### config.mk
export PLATFORM = sky130hd
export DESIGN_NAME = uv_fault_response
export DESIGN_NICKNAME = d
export VERILOG_FILES = /design/src/shared/uv_fault_pkg.sv /design/src/logic/uv_fault_response.sv
export SDC_FILE = /design/constraint.sdc
export NUM_CORES = 1
export LEC_CHECK = 0
export BUFFER_PORTS_ARGS = -buffer_cell sky130_fd_sc_hd__buf_2
export CAP_MARGIN = 25
export CELL_PAD_IN_SITES_DETAIL_PLACEMENT = 0
export CELL_PAD_IN_SITES_GLOBAL_PLACEMENT = 1
export CORE_MARGIN = 2
export CORE_UTILIZATION = 43
export CTS_CLUSTER_SIZE = 12
export DETAILED_ROUTE_END_ITERATION = 8
export PLACE_DENSITY = 0.88
export SLEW_MARGIN = 25
export SYNTH_ARGS = -nofsm -noshare
export SYNTH_HDL_FRONTEND = slang
export SYNTH_SLANG_ARGS = --single-unit
### constraint.sdc
create_clock -name clk -period 5.57 [get_ports clk]
set_clock_uncertainty 0.05 [all_clocks]
set_input_delay 1.3925 -clock clk [delete_from_list [all_inputs] [get_ports clk]]
set_output_delay 1.3925 -clock clk [all_outputs]
set_load 0.02 [all_outputs]
### src/shared/uv_fault_pkg.sv
// package: register map, fields and states of the output under-voltage fault block
package uv_fault_pkg;
    localparam logic [7:0]  CMD_THRESHOLD   = 8'h44;
    localparam logic [7:0]  CMD_ACTION      = 8'h45;
    localparam logic [15:0] THRESHOLD_RESET = 16'h0000;
    localparam logic [7:0]  ACTION_RESET    = 8'h00;
    localparam int          RESP_HI         = 7;
    localparam int          RESP_LO         = 6;
    localparam int          RETRY_HI        = 5;
    localparam int          RETRY_LO        = 3;
    localparam int          DELAY_HI        = 2;
    localparam int          DELAY_LO        = 0;
    localparam logic [1:0]  RESP_IGNORE     = 2'h0;
    localparam logic [1:0]  RESP_DELAYED    = 2'h1;
    localparam logic [1:0]  RESP_SHUTDOWN   = 2'h2;
    localparam logic [1:0]  RESP_WHILE      = 2'h3;
    localparam logic [2:0]  RETRY_NONE      = 3'h0;
    localparam logic [2:0]  RETRY_FOREVER   = 3'h7;
    localparam int          UNIT_WIDTH      = 16;
    localparam int          DELAY_WIDTH     = 24;

    typedef enum logic [2:0] {
        ST_RUN,
        ST_GRACE,
        ST_OFF_WAIT,
        ST_HOLD_OFF,
        ST_LATCHED
    } state_e;

    typedef struct packed {
        logic        write;
        logic [7:0]  command;
        logic [15:0] data;
    } host_write_s;

    typedef struct packed {
        logic clearStatus;
        logic clearFaults;
        logic faultReset;
        logic outputOnCmd;
    } clear_s;
endpackage

### src/logic/uv_fault_response.sv
// output under-voltage fault detection and response sequencer
`timescale 1ns/10ps
`default_nettype none

////////////////////////////////////////////////////////////////////////////////
// What this block does
// - The fault threshold is kept as a 16-bit unsigned value, exponent -11.
// - Response 00 leaves the output running through a fault.
// - Response 01 runs on for the delay, then applies the retry setting.
// - Response 10 disables the output at once, then applies the retry setting.
// - Response 11 holds the output off only while the fault persists.
// - A latched fault clears on status clear, clear-all, reset or off-then-on.
// - The retry field sets the restart count; 111 restarts without limit.
// - Retry 000 makes no restart and stays off until cleared.
// - Retry 001 makes one restart, then stays off until cleared if it fails.
// - Restarts are spaced by two to the delay code times the delay unit.
// - Retry 010 to 110 make two to six restarts before latching off.
// - Retry 111 restarts until commanded off or the fault clears during a restart.
// - Delay code n means two to the n time units.
// - The delay unit comes from a separate configuration register.
module uv_fault_response
    import uv_fault_pkg::*;
#(
    parameter int UNIT_CYCLES_W = uv_fault_pkg::UNIT_WIDTH
) (
    input  wire logic                      clk,
    input  wire logic                      sys_rst,
    input  wire uv_fault_pkg::host_write_s hostWrite,
    input  wire uv_fault_pkg::clear_s      clearReq,
    input  wire logic [15:0]               voutMeasured,
    input  wire logic [UNIT_CYCLES_W-1:0]  delayUnitCycles,
    output logic [15:0]                    thresholdOut,
    output logic [7:0]                     actionOut,
    output logic                           outputEnable,
    output logic                           uvFaultStatus,
    output logic                           uvFaultActive
);
    import uv_fault_pkg::*;

    // delay code n gives 2**n units, units given in clock cycles
    function automatic logic [DELAY_WIDTH-1:0] delayCycles(
        input logic [2:0]               code,
        input logic [UNIT_CYCLES_W-1:0] unitCycles
    );
        logic [DELAY_WIDTH-1:0] wide;
        wide = DELAY_WIDTH'(unitCycles);
        return wide << code;
    endfunction

    ////////////////////////////////////////////////////////////////////////////
    logic [15:0]            thresholdReg, thresholdNext;
    logic [7:0]             actionReg, actionNext;
    state_e                 stateReg, stateNext;
    logic [DELAY_WIDTH-1:0] timerReg, timerNext;
    logic [2:0]             triesReg, triesNext;
    logic                   statusReg, statusNext;
    logic                   enableReg, enableNext;
    logic                   onPrevReg, onPrevNext;
    logic                   activeReg, activeNext;
    logic                   faultNow;
    logic                   onRestart;
    logic                   clearLatch;
    logic [1:0]             resp;
    logic [2:0]             retrySet;
    logic [DELAY_WIDTH-1:0] spacing;

    assign faultNow   = voutMeasured < thresholdReg;
    assign onRestart  = clearReq.outputOnCmd & ~onPrevReg;
    assign clearLatch = clearReq.clearStatus | clearReq.clearFaults
                      | clearReq.faultReset | onRestart;
    assign resp       = actionReg[RESP_HI:RESP_LO];
    assign retrySet   = actionReg[RETRY_HI:RETRY_LO];
    // unit read live so a changed unit register applies at the next delay
    assign spacing    = delayCycles(actionReg[DELAY_HI:DELAY_LO],
                                    delayUnitCycles);

    ////////////////////////////////////////////////////////////////////////////
    always_comb begin
        thresholdNext = thresholdReg;
        actionNext    = actionReg;
        if (hostWrite.write && hostWrite.command == CMD_THRESHOLD) begin
            thresholdNext = hostWrite.data;
        end
        if (hostWrite.write && hostWrite.command == CMD_ACTION) begin
            actionNext = hostWrite.data[7:0];
        end
    end

    always_comb begin
        stateNext  = stateReg;
        timerNext  = timerReg;
        triesNext  = triesReg;
        enableNext = enableReg;
        onPrevNext = clearReq.outputOnCmd;
        // set wins over clear while the fault is still present
        statusNext = faultNow | (statusReg & ~clearLatch);
        if (timerReg != '0) begin
            timerNext = timerReg - DELAY_WIDTH'(1);
        end
        unique case (stateReg)
            ST_RUN: begin
                enableNext = 1'b1;
                triesNext  = '0;
                if (faultNow) begin
                    unique case (resp)
                        RESP_IGNORE: stateNext = ST_RUN;
                        RESP_DELAYED: begin
                            stateNext = ST_GRACE;
                            timerNext = spacing;
                        end
                        RESP_SHUTDOWN: begin
                            enableNext = 1'b0;
                            stateNext  = ST_OFF_WAIT;
                            timerNext  = spacing;
                        end
                        RESP_WHILE: begin
                            enableNext = 1'b0;
                            stateNext  = ST_HOLD_OFF;
                        end
                    endcase
                end
            end
            ST_GRACE: begin
                if (!faultNow) begin
                    stateNext = ST_RUN;
                end else if (timerReg == '0) begin
                    enableNext = 1'b0;
                    stateNext  = ST_OFF_WAIT;
                    // spacing already ran from the attempt start
                    timerNext  = '0;
                end
            end
            ST_OFF_WAIT: begin
                enableNext = 1'b0;
                if (retrySet == RETRY_NONE) begin
                    stateNext = ST_LATCHED;
                end else if (timerReg == '0) begin
                    // restart attempt; a fault lasting through its whole delay counts as failure
                    // >= so a lowered retry setting still latches off
                    if (retrySet != RETRY_FOREVER && triesReg >= retrySet) begin
                        stateNext = ST_LATCHED;
                    end else begin
                        enableNext = 1'b1;
                        stateNext  = ST_GRACE;
                        timerNext  = spacing;
                        if (retrySet != RETRY_FOREVER) begin
                            triesNext = triesReg + 3'h1;
                        end
                    end
                end
            end
            ST_HOLD_OFF: begin
                enableNext = 1'b0;
                if (!faultNow) begin
                    enableNext = 1'b1;
                    stateNext  = ST_RUN;
                end
            end
            ST_LATCHED: begin
                enableNext = 1'b0;
                if (clearLatch) begin
                    stateNext  = ST_RUN;
                    enableNext = 1'b1;
                end
            end
            default: stateNext = ST_RUN;
        endcase
        if (!clearReq.outputOnCmd) begin
            // commanded off ends any retry sequence
            stateNext  = ST_RUN;
            enableNext = 1'b0;
            timerNext  = '0;
        end
        activeNext = (stateNext != ST_RUN);
    end

    ////////////////////////////////////////////////////////////////////////////
    always_ff @(posedge clk) begin
        if (sys_rst) begin
            thresholdReg <= THRESHOLD_RESET;
            actionReg    <= ACTION_RESET;
            stateReg     <= ST_RUN;
            timerReg     <= '0;
            triesReg     <= '0;
            statusReg    <= 1'b0;
            enableReg    <= 1'b0;
            onPrevReg    <= 1'b0;
            activeReg    <= 1'b0;
        end else begin
            thresholdReg <= thresholdNext;
            actionReg    <= actionNext;
            stateReg     <= stateNext;
            timerReg     <= timerNext;
            triesReg     <= triesNext;
            statusReg    <= statusNext;
            enableReg    <= enableNext;
            onPrevReg    <= onPrevNext;
            activeReg    <= activeNext;
        end
    end

    assign thresholdOut  = thresholdReg;
    assign actionOut     = actionReg;
    assign outputEnable  = enableReg;
    assign uvFaultStatus = statusReg;
    assign uvFaultActive = activeReg;

    ////////////////////////////////////////////////////////////////////////////
    AST_IGNORE_KEEPS_ON: assert property (@(posedge clk) disable iff (sys_rst)
        (stateReg == ST_RUN && resp == RESP_IGNORE && clearReq.outputOnCmd
         && enableReg) |=> enableReg)
        else $error("ignore response dropped the output");
    AST_SHUTDOWN_NOW: assert property (@(posedge clk) disable iff (sys_rst)
        (stateReg == ST_RUN && faultNow && resp == RESP_SHUTDOWN)
        |=> !enableReg)
        else $error("shutdown response left the output on");
    AST_WHILE_RESUME: assert property (@(posedge clk) disable iff (sys_rst)
        (stateReg == ST_HOLD_OFF && !faultNow && clearReq.outputOnCmd)
        |=> enableReg && stateReg == ST_RUN)
        else $error("output not restored after fault went away");
    AST_STATUS_SET: assert property (@(posedge clk) disable iff (sys_rst)
        faultNow |=> statusReg)
        else $error("fault status flag not set");
    AST_STATUS_CLEAR: assert property (@(posedge clk) disable iff (sys_rst)
        (statusReg && clearReq.clearFaults && !faultNow)
        |=> !statusReg)
        else $error("status not cleared by clear faults");
    AST_NO_RETRY: assert property (@(posedge clk) disable iff (sys_rst)
        (stateReg == ST_OFF_WAIT && retrySet == RETRY_NONE
         && clearReq.outputOnCmd) |=> stateReg == ST_LATCHED)
        else $error("retry 000 did not latch off");
    AST_LATCH_STAYS_OFF: assert property (@(posedge clk) disable iff (sys_rst)
        (stateReg == ST_LATCHED && !clearLatch) |=> !enableReg)
        else $error("latched fault output came back on");
    AST_TRY_LIMIT: assert property (@(posedge clk) disable iff (sys_rst)
        (stateReg == ST_OFF_WAIT && retrySet != RETRY_FOREVER
         && triesReg >= retrySet) |=> !enableReg)
        else $error("too many restart attempts");
    AST_DELAY_LOAD: assert property (@(posedge clk) disable iff (sys_rst)
        (stateReg == ST_RUN && faultNow && resp == RESP_DELAYED
         && clearReq.outputOnCmd) |=> timerReg == $past(spacing))
        else $error("delay not loaded with decoded spacing");
endmodule

`default_nettype wire

; ---- Yosys cells after proc, flatten, opt, wreduce, memory -nomap -nowiden
; Index checks and enable logic that the tools add are counted.
[word_totals]
register_bits = 58
latch_bits = 0
ram_bits = 0
mem_bits_ro = 0
elab_cells = 90
mem_count = 0
[op_classes]
add_sub_neg = 2
n_mul = 0
n_div = 0
order_cmp = 2
eq_ne = 16
shifts = 1
mux = 35
n_bitwise = 9
reduce_logical = 16
[ops]
columns = op, n
row1 = 24-bit 2-to-1 mux, 8
row2 = 24-bit one-hot mux with 3 select lines, 1
row3 = 3-bit 2-to-1 mux, 13
row4 = 24-bit zero test, 1
row5 = 24-bit nonzero test, 1
row6 = 16-bit by 3-bit << shifter with 24-bit output, 1
row7 = 24-bit by 1-bit subtractor with 24-bit output (second input constant), 1
row8 = 8-bit by 7-bit == test with 1-bit output (second input constant), 2
row9 = 16-bit < comparator, 1
row10 = 3-bit one-hot mux with 5 select lines, 1
row11 = 2-bit inequality test (second input constant), 6
row12 = 3-bit one-hot mux with 4 select lines, 1
row13 = 1-bit 2-to-1 mux, 9
row14 = 3-bit by 2-bit == test with 1-bit output (second input constant), 2
row15 = 3-bit zero test, 2
row16 = 3-bit one-hot mux with 2 select lines, 1
row17 = 2-bit OR reduction, 3
row18 = 1-bit one-hot mux with 5 select lines, 1
row19 = 5-bit AND reduction, 1
row20 = 5-bit nonzero test, 1
row21 = 2-bit == test (second input constant), 2
row22 = 1-bit bitwise OR, 4
row23 = 3-bit by 1-bit adder with 3-bit output (second input constant), 1
row24 = 3-bit by 1-bit == test with 1-bit output (second input constant), 1
row25 = 11 further kinds, 16

; ---- Longest topological paths before layout
; Gate-level depths: netlist of run 1.
[depth]
depth_word = 8
depth_mapped = 12
depth_no_buf = 10

; ---- Worst setup path after synthesis of run 1
; No wires, ideal clock.
[synth_path]
path_kind = input to register
startpoint = input port voutMeasured[1]
endpoint = register timerReg[10]
setup_ns = 0.134
arrival_time_ns = 3.296
required_ns = 5.386
setup_slack_ns = 2.090
cell_stages = 10
path_cell_list = ha_1 a2111oi_0 o32ai_1 or3b_1 buf_2 nor4_1 or3_1 buf_2 buf_6 o22ai_1
[synth_via]
elab_chain_cells = 3
word_cells_on_any_way = 4
classes_between = 1 x order compare / 3 x mux
[synth_rtl]
columns = item, line
row1 = start: declaration, uv_fault_response.sv:30  ; input wire logic [15:0] voutMeasured,
row2 = 16-bit < comparator *, uv_fault_response.sv:67  ; assign faultNow = voutMeasured < thresholdReg;
row3 = 24-bit 2-to-1 mux (on tied branches), "uv_fault_response.sv:124, uv_fault_response.sv:104"
row4 = 24-bit one-hot mux with 3 select lines *, uv_fault_response.sv:100  ; unique case (stateReg)
row5 = end signal: assignment, uv_fault_response.sv:193  ; timerReg <= timerNext;
row6 = end: declaration, uv_fault_response.sv:54  ; logic [DELAY_WIDTH-1:0] timerReg, timerNext;
; Every way passes the cells marked *; elsewhere a longest branch is shown, timed or not.
; A chain may end at the register's enable or synchronous reset.

; ---- Worst setup path after layout of run 1
[layout_path]
startpoint = input port voutMeasured[1]
endpoint = register timerReg[7]
; The elaborated chain is that of the path after synthesis.

==> results of run 1 <==
==> cell families after synthesis <==
kind of cell	count (synthesis)	share of synthesized area, %
compound gates	85	14.7
mux	50	13.7
fa+ha+maj	25	8.20
simple gates	154	21.9
xor+xnor	23	5.28
buf+inv	54	5.81
flops	58	30.4
==> cell usage after synthesis, drive strengths merged (5+ instances only) <==
library cell / count
mux2: 7
nand3: 11
mux2i: 42
a21oi: 27
nand2: 24
xor2: 14
inv: 29
o21a: 5
nor3: 16
dfxtp: 58
ha: 25
o32ai: 8
nand3b: 6
clkbuf: 18
buf: 6
nor2: 49
xnor2: 9
nor4: 6
o21ai: 10
o22ai: 15
nor2b: 8
==> cells in the final DEF (no fill, tap or decap), drive strengths merged, types with 4 or more instances in the layout <==
master,Yosys,final
xnor2,9,9
o21a,5,5
nand2,24,24
xor2,14,14
nand2b,4,4
a211oi,4,4
nor2b,8,8
o32ai,8,8
buf,6,90
dfxtp,58,58
nor4,6,6
a21oi,27,27
nor2,49,49
ha,25,25
nand4,4,4
nand3b,6,6
nand3,11,11
clkbuf,18,12
inv,29,29
o21ai,10,10
mux2,7,7
nor3,16,16
or3,4,4
mux2i,42,42
o22ai,15,15
==> power groups by stage <==
stage | sequential [mW] | combinational (mW) | clock (mW)
after floorplan | 0.532 | 0.683 | 0
after global placement | 0.544 | 0.806 | 0
after detailed placement | 0.547 | 0.821 | 0
after CTS | 0.540 | 0.827 | 0.391
after global routing | 0.550 | 0.931 | 0.405
final | 0.542 | 0.824 | 0.380
==> registers in the layout, summed over array words and instances, names as in the netlist <==
name and count:
timerReg 24, thresholdOut 16, actionOut 8, stateReg 3
triesReg 3, onPrevReg 1, outputEnable 1, uvFaultActive 1
uvFaultStatus 1
==> worst max-delay path, delay by kind of cell <==
family / cells / cell delay (ns)
adders and majority gates: 1 / 0.28
and+or+nand+nor: 3 / 1.49
AOI/OAI and AO/OA: 3 / 0.92
buffers and inverters: 1 / 0.10
==> worst paths after layout <==
kind / start / to / slack, ns
setup / recovery: voutMeasured[1] / timerReg[7] / 1.52
hold / removal: uvFaultStatus / uvFaultStatus / 0.41
setup reg to reg: thresholdOut[1] / timerReg[7] / 2.28
hold reg to reg: uvFaultStatus / uvFaultStatus / 0.41
==> layer usage <==
layer / track usage (%) / vias up / routed length [um] / part of all wire (%)
li1: - / 1768 / - / -
met1: 23.9 / 1584 / 4060 / 43
met2: 35.8 / 95 / 4680 / 50
met3: 4.87 / 19 / 420 / 4.5
met4: 7.27 / 0 / 207 / 2.2
met5: 0 / - / 0 / 0
==> area by class of cell <==
cell class                 instances  area share (%)
inverter                          30            2.51
timing repair buffer              90            10.1
multi-input combinational        337            54.3
clock inverter                     3           0.894
sequential                        58            25.9
tap                              108            3.02
clock buffer                      12            3.24
==> through the flow <==
stage | hold slack (ns) | cell area (um^2) | util [%] | power (mW)
floorplan | 0.482 | 3810 | - | 1.22
global placement | 0.429 | 4290 | 49.5 | 1.35
detailed placement | 0.400 | 4290 | 49.5 | 1.37
CTS | 0.411 | 4480 | 51.6 | 1.76
global route | 0.432 | 4480 | 51.6 | 1.89
finish | 0.408 | 4480 | 51.6 | 1.74
==> results.yml, run 1 <==
status:
  status: "finished, final reports clean"
synthesis:
  ys_ff_latch: 58
  synth_nets: 537
  ys_seq_area_share_pct: 30.4
  ys_types: 63
  synth_warnings: 0
  async_flop_share_pct: 0
  synth_area_mm2: 0.00381
  yosys_most_used_dff: "dfxtp_1"
  yosys.area.top_type_share_pct: 30.4
  synth_edf_count: 0
  yosysTopAreaCell: "dfxtp_1"
  syn_inst: 449
  postSynthAreaPerCell_um2: 8.49
  synthTopCellsByArea: "dfxtp_1, mux2i_1, ha_1"
power:
  power.net_switching_mw: 0.682
  powerDensity_mw_per_mm2: 390
  p_int_mw: 1.06
  power_frac_clock_pct: 21.8
  p_sw_share_pct: 39.1
  ir_drop_v: 0.000236
  p_seq_share_pct: 31.0
  power_frac_comb_pct: 47.2
  p_leak_nw: 1.84
cts:
  cts_made_buffers: 9
  cts_setup_buffers: 0
  clkLatencyLatePin_ns: 0.34
  clock_sinks: 58
  postCtsResizedCells: 0
  htree_levels: 3
  cts-root-buf: "clkbuf_8"
  hold_buffers: 0
  cts.clk_slew.worst_paths_ns: 0.06
  clockBufferDepth: 2
  cts_tree: "yes"
min_path:
  holdPathStages: 2
  hold_class: "flop to flop"
die:
  die_w_um: 98.2
  io-pin-count: 90
  die_y_um: 98.2
  rows: 34
  design.core.area_mm2: 0.00868
  die_area_mm2: 0.00964
  start_util_pct: 43.9
placed_design:
  dpl.cell_count: 623
  dp_hpwl_um: 7150
  gp_congestion: 0.824
  post-place-ws_ns: 1.23
  io_buffer_count: 89
global_route:
  grt_max_degree: 30
  gr-usage-all-layers_pct: 20.3
  grt_pass1_wl_um: 16100
  grt_pass1_vias: 3486
  antenna_found_initial: 0
  grt-ovfl-total: 0
setup_path:
  critPathMaxFanout: 23
  crit_chain: "buf_2 > ha_1 > a2111oi_0 > o32ai_1 > or3b_1 > nor4_1 > or3_1 > o22ai_1"
  worst_ep_required_time_ns: 5.70
  slowest_stage: "or3_1"
  start_kind: "primary input"
  crit_type: "primary input to flop"
  max_stage_delay_ns: 0.69
  worst_setup_path_end_kind: "flop"
  arrival_ns: 4.19
  reg2reg_depth: 8
detailed_routing:
  totalWireLength_um: 9380
  detail_route.wl_per_cell_um: 14.7
  avgViaCountPerCell: 5.43
  drc_errors: 0
  drt_first_iter_violations: 92
  drtPass1Iterations: 6
  via_count: 3466
  ant_nets: 0
finish:
  multiInputGateArea_mm2: 0.00243
  fin_cells: 638
  final_nets: 614
  final_layout_size_suffix_gt1_share_pct: 23.2
  fill_cells: 852
  area_delta_synth_final_pct: 17.5
  n_antenna_cell: 0
  final-seq-area_mm2: 0.00116
sta:
  hold_viol_final: 0
  drv_slew: 0
  setup_tns_ns: 0
  setup_violations: 0
  fin_crit_ns: 4.05
  worst_slew_margin_rel_pct: 34.8
  worst_pin_slew_ns: 0.978
  fmax_ghz: 0.247
  fin_crit_sh_pct: 72.8
  setup_ws_ns: 1.52
  rsz0062_at_grt: "no"
run:
  drv_cap: 0
(Power assumes the default switching activity.)
==> run 2, diff against run 1 <==
--- a/config.mk
+++ b/config.mk
@@ -5,15 +5,16 @@
 export SDC_FILE = /design/constraint.sdc
 export NUM_CORES = 1
 export LEC_CHECK = 0
+export ABC_AREA = 1
 export BUFFER_PORTS_ARGS = -buffer_cell sky130_fd_sc_hd__buf_2
 export CAP_MARGIN = 25
 export CELL_PAD_IN_SITES_DETAIL_PLACEMENT = 0
 export CELL_PAD_IN_SITES_GLOBAL_PLACEMENT = 1
 export CORE_MARGIN = 2
-export CORE_UTILIZATION = 43
+export CORE_UTILIZATION = 35
 export CTS_CLUSTER_SIZE = 12
 export DETAILED_ROUTE_END_ITERATION = 8
-export PLACE_DENSITY = 0.88
+export PLACE_DENSITY = 0.79
 export SLEW_MARGIN = 25
 export SYNTH_ARGS = -nofsm -noshare
 export SYNTH_HDL_FRONTEND = slang
==> constraint.sdc (replaced) <==
create_clock -name clk -period 3.57 [get_ports clk]
set_clock_uncertainty 0.05 [all_clocks]
set_input_delay 0.8925 -clock clk [delete_from_list [all_inputs] [get_ports clk]]
set_output_delay 0.8925 -clock clk [all_outputs]
set_load 0.02 [all_outputs]
==> results.yml, run 2 <==
synthesis:
  yosys.area.top_type_share_pct: 27.5
  synth_xor_area_share_pct: 4.15
  synth_compound_area_share_pct: 16.4
  synthTopCellsByArea: "dfxtp_1, nand2_1, o21ai_0"
  postSynthAreaPerCell_um2: 6.68
  synth_edf_count: 0
  synth_nets: 720
  ys_ff_latch: 58
  yosysMostFrequentCell: "nand2_1"
  ys_types: 36
  ys_seq_area_share_pct: 27.5
  synthMuxAreaShare_pct: 1.66
  yosysTopAreaCell: "dfxtp_1"
  syn_inst: 632
  yosys.area_share.simple_pct: 33.4
  synth_warnings: 0
  synth_adder_area_share_pct: 7.41
  async_flop_share_pct: 0
  synth_top_family_by_area: "simple AND/OR/NAND/NOR gates"
  synthTopCellsByCount: "nand2_1, inv_1, o21ai_0"
  synth_area_mm2: 0.00422
  yosys_most_used_dff: "dfxtp_1"
finish:
  post-route-util_pct: 42.9
  layout_common_cells: "nand2_1, buf_2, inv_1"
  fin_cells: 872
  design_area_mm2: 0.00510
  final_nets: 808
  area_delta_synth_final_pct: 21.0
  largest_register_ffs: 24
  final_layout_size_suffix_gt1_share_pct: 20.6
  final_common_cell: "nand2_1"
  top_register: "timerReg"
  n_antenna_cell: 0
placed_design:
  dpl.cell_count: 856
  dp_hpwl_um: 9540
  io_buffer_count: 89
  gp_congestion: 0.860
  dpl_cell_area_mm2: 0.00478
detailed_routing:
  drt_first_iter_violations: 259
  drtPass1Iterations: 5
  via_count: 4341
  detail_route.wl_per_cell_um: 13.5
  drc_errors: 0
  avgViaCountPerCell: 4.98
  ant_nets: 0
  totalWireLength_um: 11700
setup_path:
  worst_ep_required_time_ns: 3.73
  critical_path_buf_inv_count: 3
  reg2reg_depth: 14
  worst_setup_path_end_kind: "flop"
  r2r-end: "timerReg[10]"
  crit_type: "primary input to flop"
  cpMostUsedCell: "nand2_1"
  slowest_stage: "nor2_1"
  start_kind: "primary input"
  max_stage_delay_ns: 0.36
  crit_chain: "buf_2 > ha_1 > nand2_1 > inv_1 > o21ai_0 > a21oi_1 > nor2_1 > nand3_1 > nand2_1 > nand3_2 > nand2_2 > inv_1 > nand2_1 > nand3_1"
  r2r-start: "thresholdOut[9]"
  path_delay_family: "simple AND/OR/NAND/NOR gates"
  critPathMaxFanout: 13
  arrival_ns: 2.94
  timing.reg2reg.setup_slack_ns: 1.09
sta:
  worst_slew_margin_rel_pct: 46.4
  setup_tns_ns: 0
  fin_crit_ns: 2.78
  setup_violations: 0
  hold_viol_final: 0
  fmax_ghz: 0.359
  rsz0062_at_grt: "no"
  worst_pin_slew_ns: 0.798
  fin_crit_sh_pct: 77.9
  drv_slew: 0
cts:
  cts_setup_buffers: 0
  clkLatencyLatePin_ns: 0.33
  cts-root-buf: "clkbuf_16"
  cts_tree: "yes"
  htree_levels: 3
  cts.clk_slew.worst_paths_ns: 0.05
  postCtsResizedCells: 0
  hold_buffers: 0
  clock_sinks: 58
  cts_made_buffers: 9
  clockBufferDepth: 2
power:
  powerDensity_mw_per_mm2: 824
  ir_drop_v: 0.000293
  p_leak_nw: 2.43
die:
  rows: 40
  io-pin-count: 90
  die_y_um: 114
  die_area_mm2: 0.0130
  start_util_pct: 35.4
  design.core.area_mm2: 0.0119
  die_w_um: 114
status:
  status: "finished, final reports clean"
global_route:
  antenna_found_initial: 0
  busiest_layer: "met2"
  grt-ovfl-total: 0
  grtUsageMet1_pct: 24.6
  grt_util_met3_pct: 4.36
  grt_max_degree: 33
  grt_pass1_vias: 4241
  grt_pass1_wl_um: 19700
  gr-usage-all-layers_pct: 18.7
  met2_usage_pct: 30.8
min_path:
  holdPathEnd: "uvFaultStatus"
  hp-start: "uvFaultStatus"
  holdPathStages: 2
  hold_class: "flop to flop"
run:
  drv_cap: 0
run 2: cell types whose count changed in the layout (fill, tap and decap cells not counted), sizes merged, moves of 11 or more:
cell and change:
nand3 +37, o21ai +59, nor2 +21, nand2 +118, o22ai -11, a21oi +28
inv +53, mux2i -35
run 2: worst register-to-register path, cell delays in order (launching register included):
cell and delay, ns:
dfxtp_1 0.32, inv_1 0.05, ha_1 0.28, nand2_1 0.06
inv_1 0.03, o21ai_0 0.13, a21oi_1 0.09, nor2_1 0.36
nand3_1 0.20, nand2_1 0.11, nand3_2 0.24, nand2_2 0.25
inv_1 0.07, nand2_1 0.06, nand3_1 0.07
run 2: worst max-delay path by stage:
stage	to	startpoint	slack [ns]	cells after the start
after floorplan	timerReg[15]	voutMeasured[9]	1.06	14
after global placement	timerReg[10]	voutMeasured[9]	0.52	14
after detailed placement	timerReg[10]	voutMeasured[9]	0.44	14
after CTS	timerReg[10]	voutMeasured[9]	0.78	14
after global routing	timerReg[10]	voutMeasured[9]	0.52	14
final	timerReg[10]	voutMeasured[9]	0.79	14
run 2: cell type report:
type | instances | area, um^2
Fill cell | 1261 | 6810
Multi-Input combinational cell | 476 | 2660
Sequential cell | 58 | 1160
Timing Repair Buffer | 92 | 468
Inverter | 83 | 312
Clock buffer | 11 | 243
Tap cell | 147 | 184
Clock inverter | 5 | 77.6
run 2: kinds of logic after synthesis:
group,count (synthesis)
buffers and inverters,98
adders and majority gates,25
DFF,58
AOI/OAI and AO/OA,131
muxes,7
and+or+nand+nor,293
xor gates and xnor gates,20
run 2: through the flow:
stage	power, mW	hold WS (ns)	setup WS [ns]
after floorplan	2.74	0.409	1.06
after detailed placement	3.26	0.404	0.439
final	4.21	0.408	0.788
after global routing	4.58	0.430	0.516
after CTS	4.23	0.412	0.776
after global placement	3.27	0.404	0.521
run 2: per-layer routing:
metal / part of all wire (%) / vias to the layer above
met1: 47 / 1947
met2: 46 / 124
met3: 5.9 / 16
li1: - / 2254
met4: 1.6 / 0
met5: 0 / -
run 2: power breakdown:
part           internal (mW)  total (mW)  switching [mW]
Clock                  0.627       0.928           0.302
Combinational          0.879        2.40            1.52
Sequential             0.765       0.879           0.115
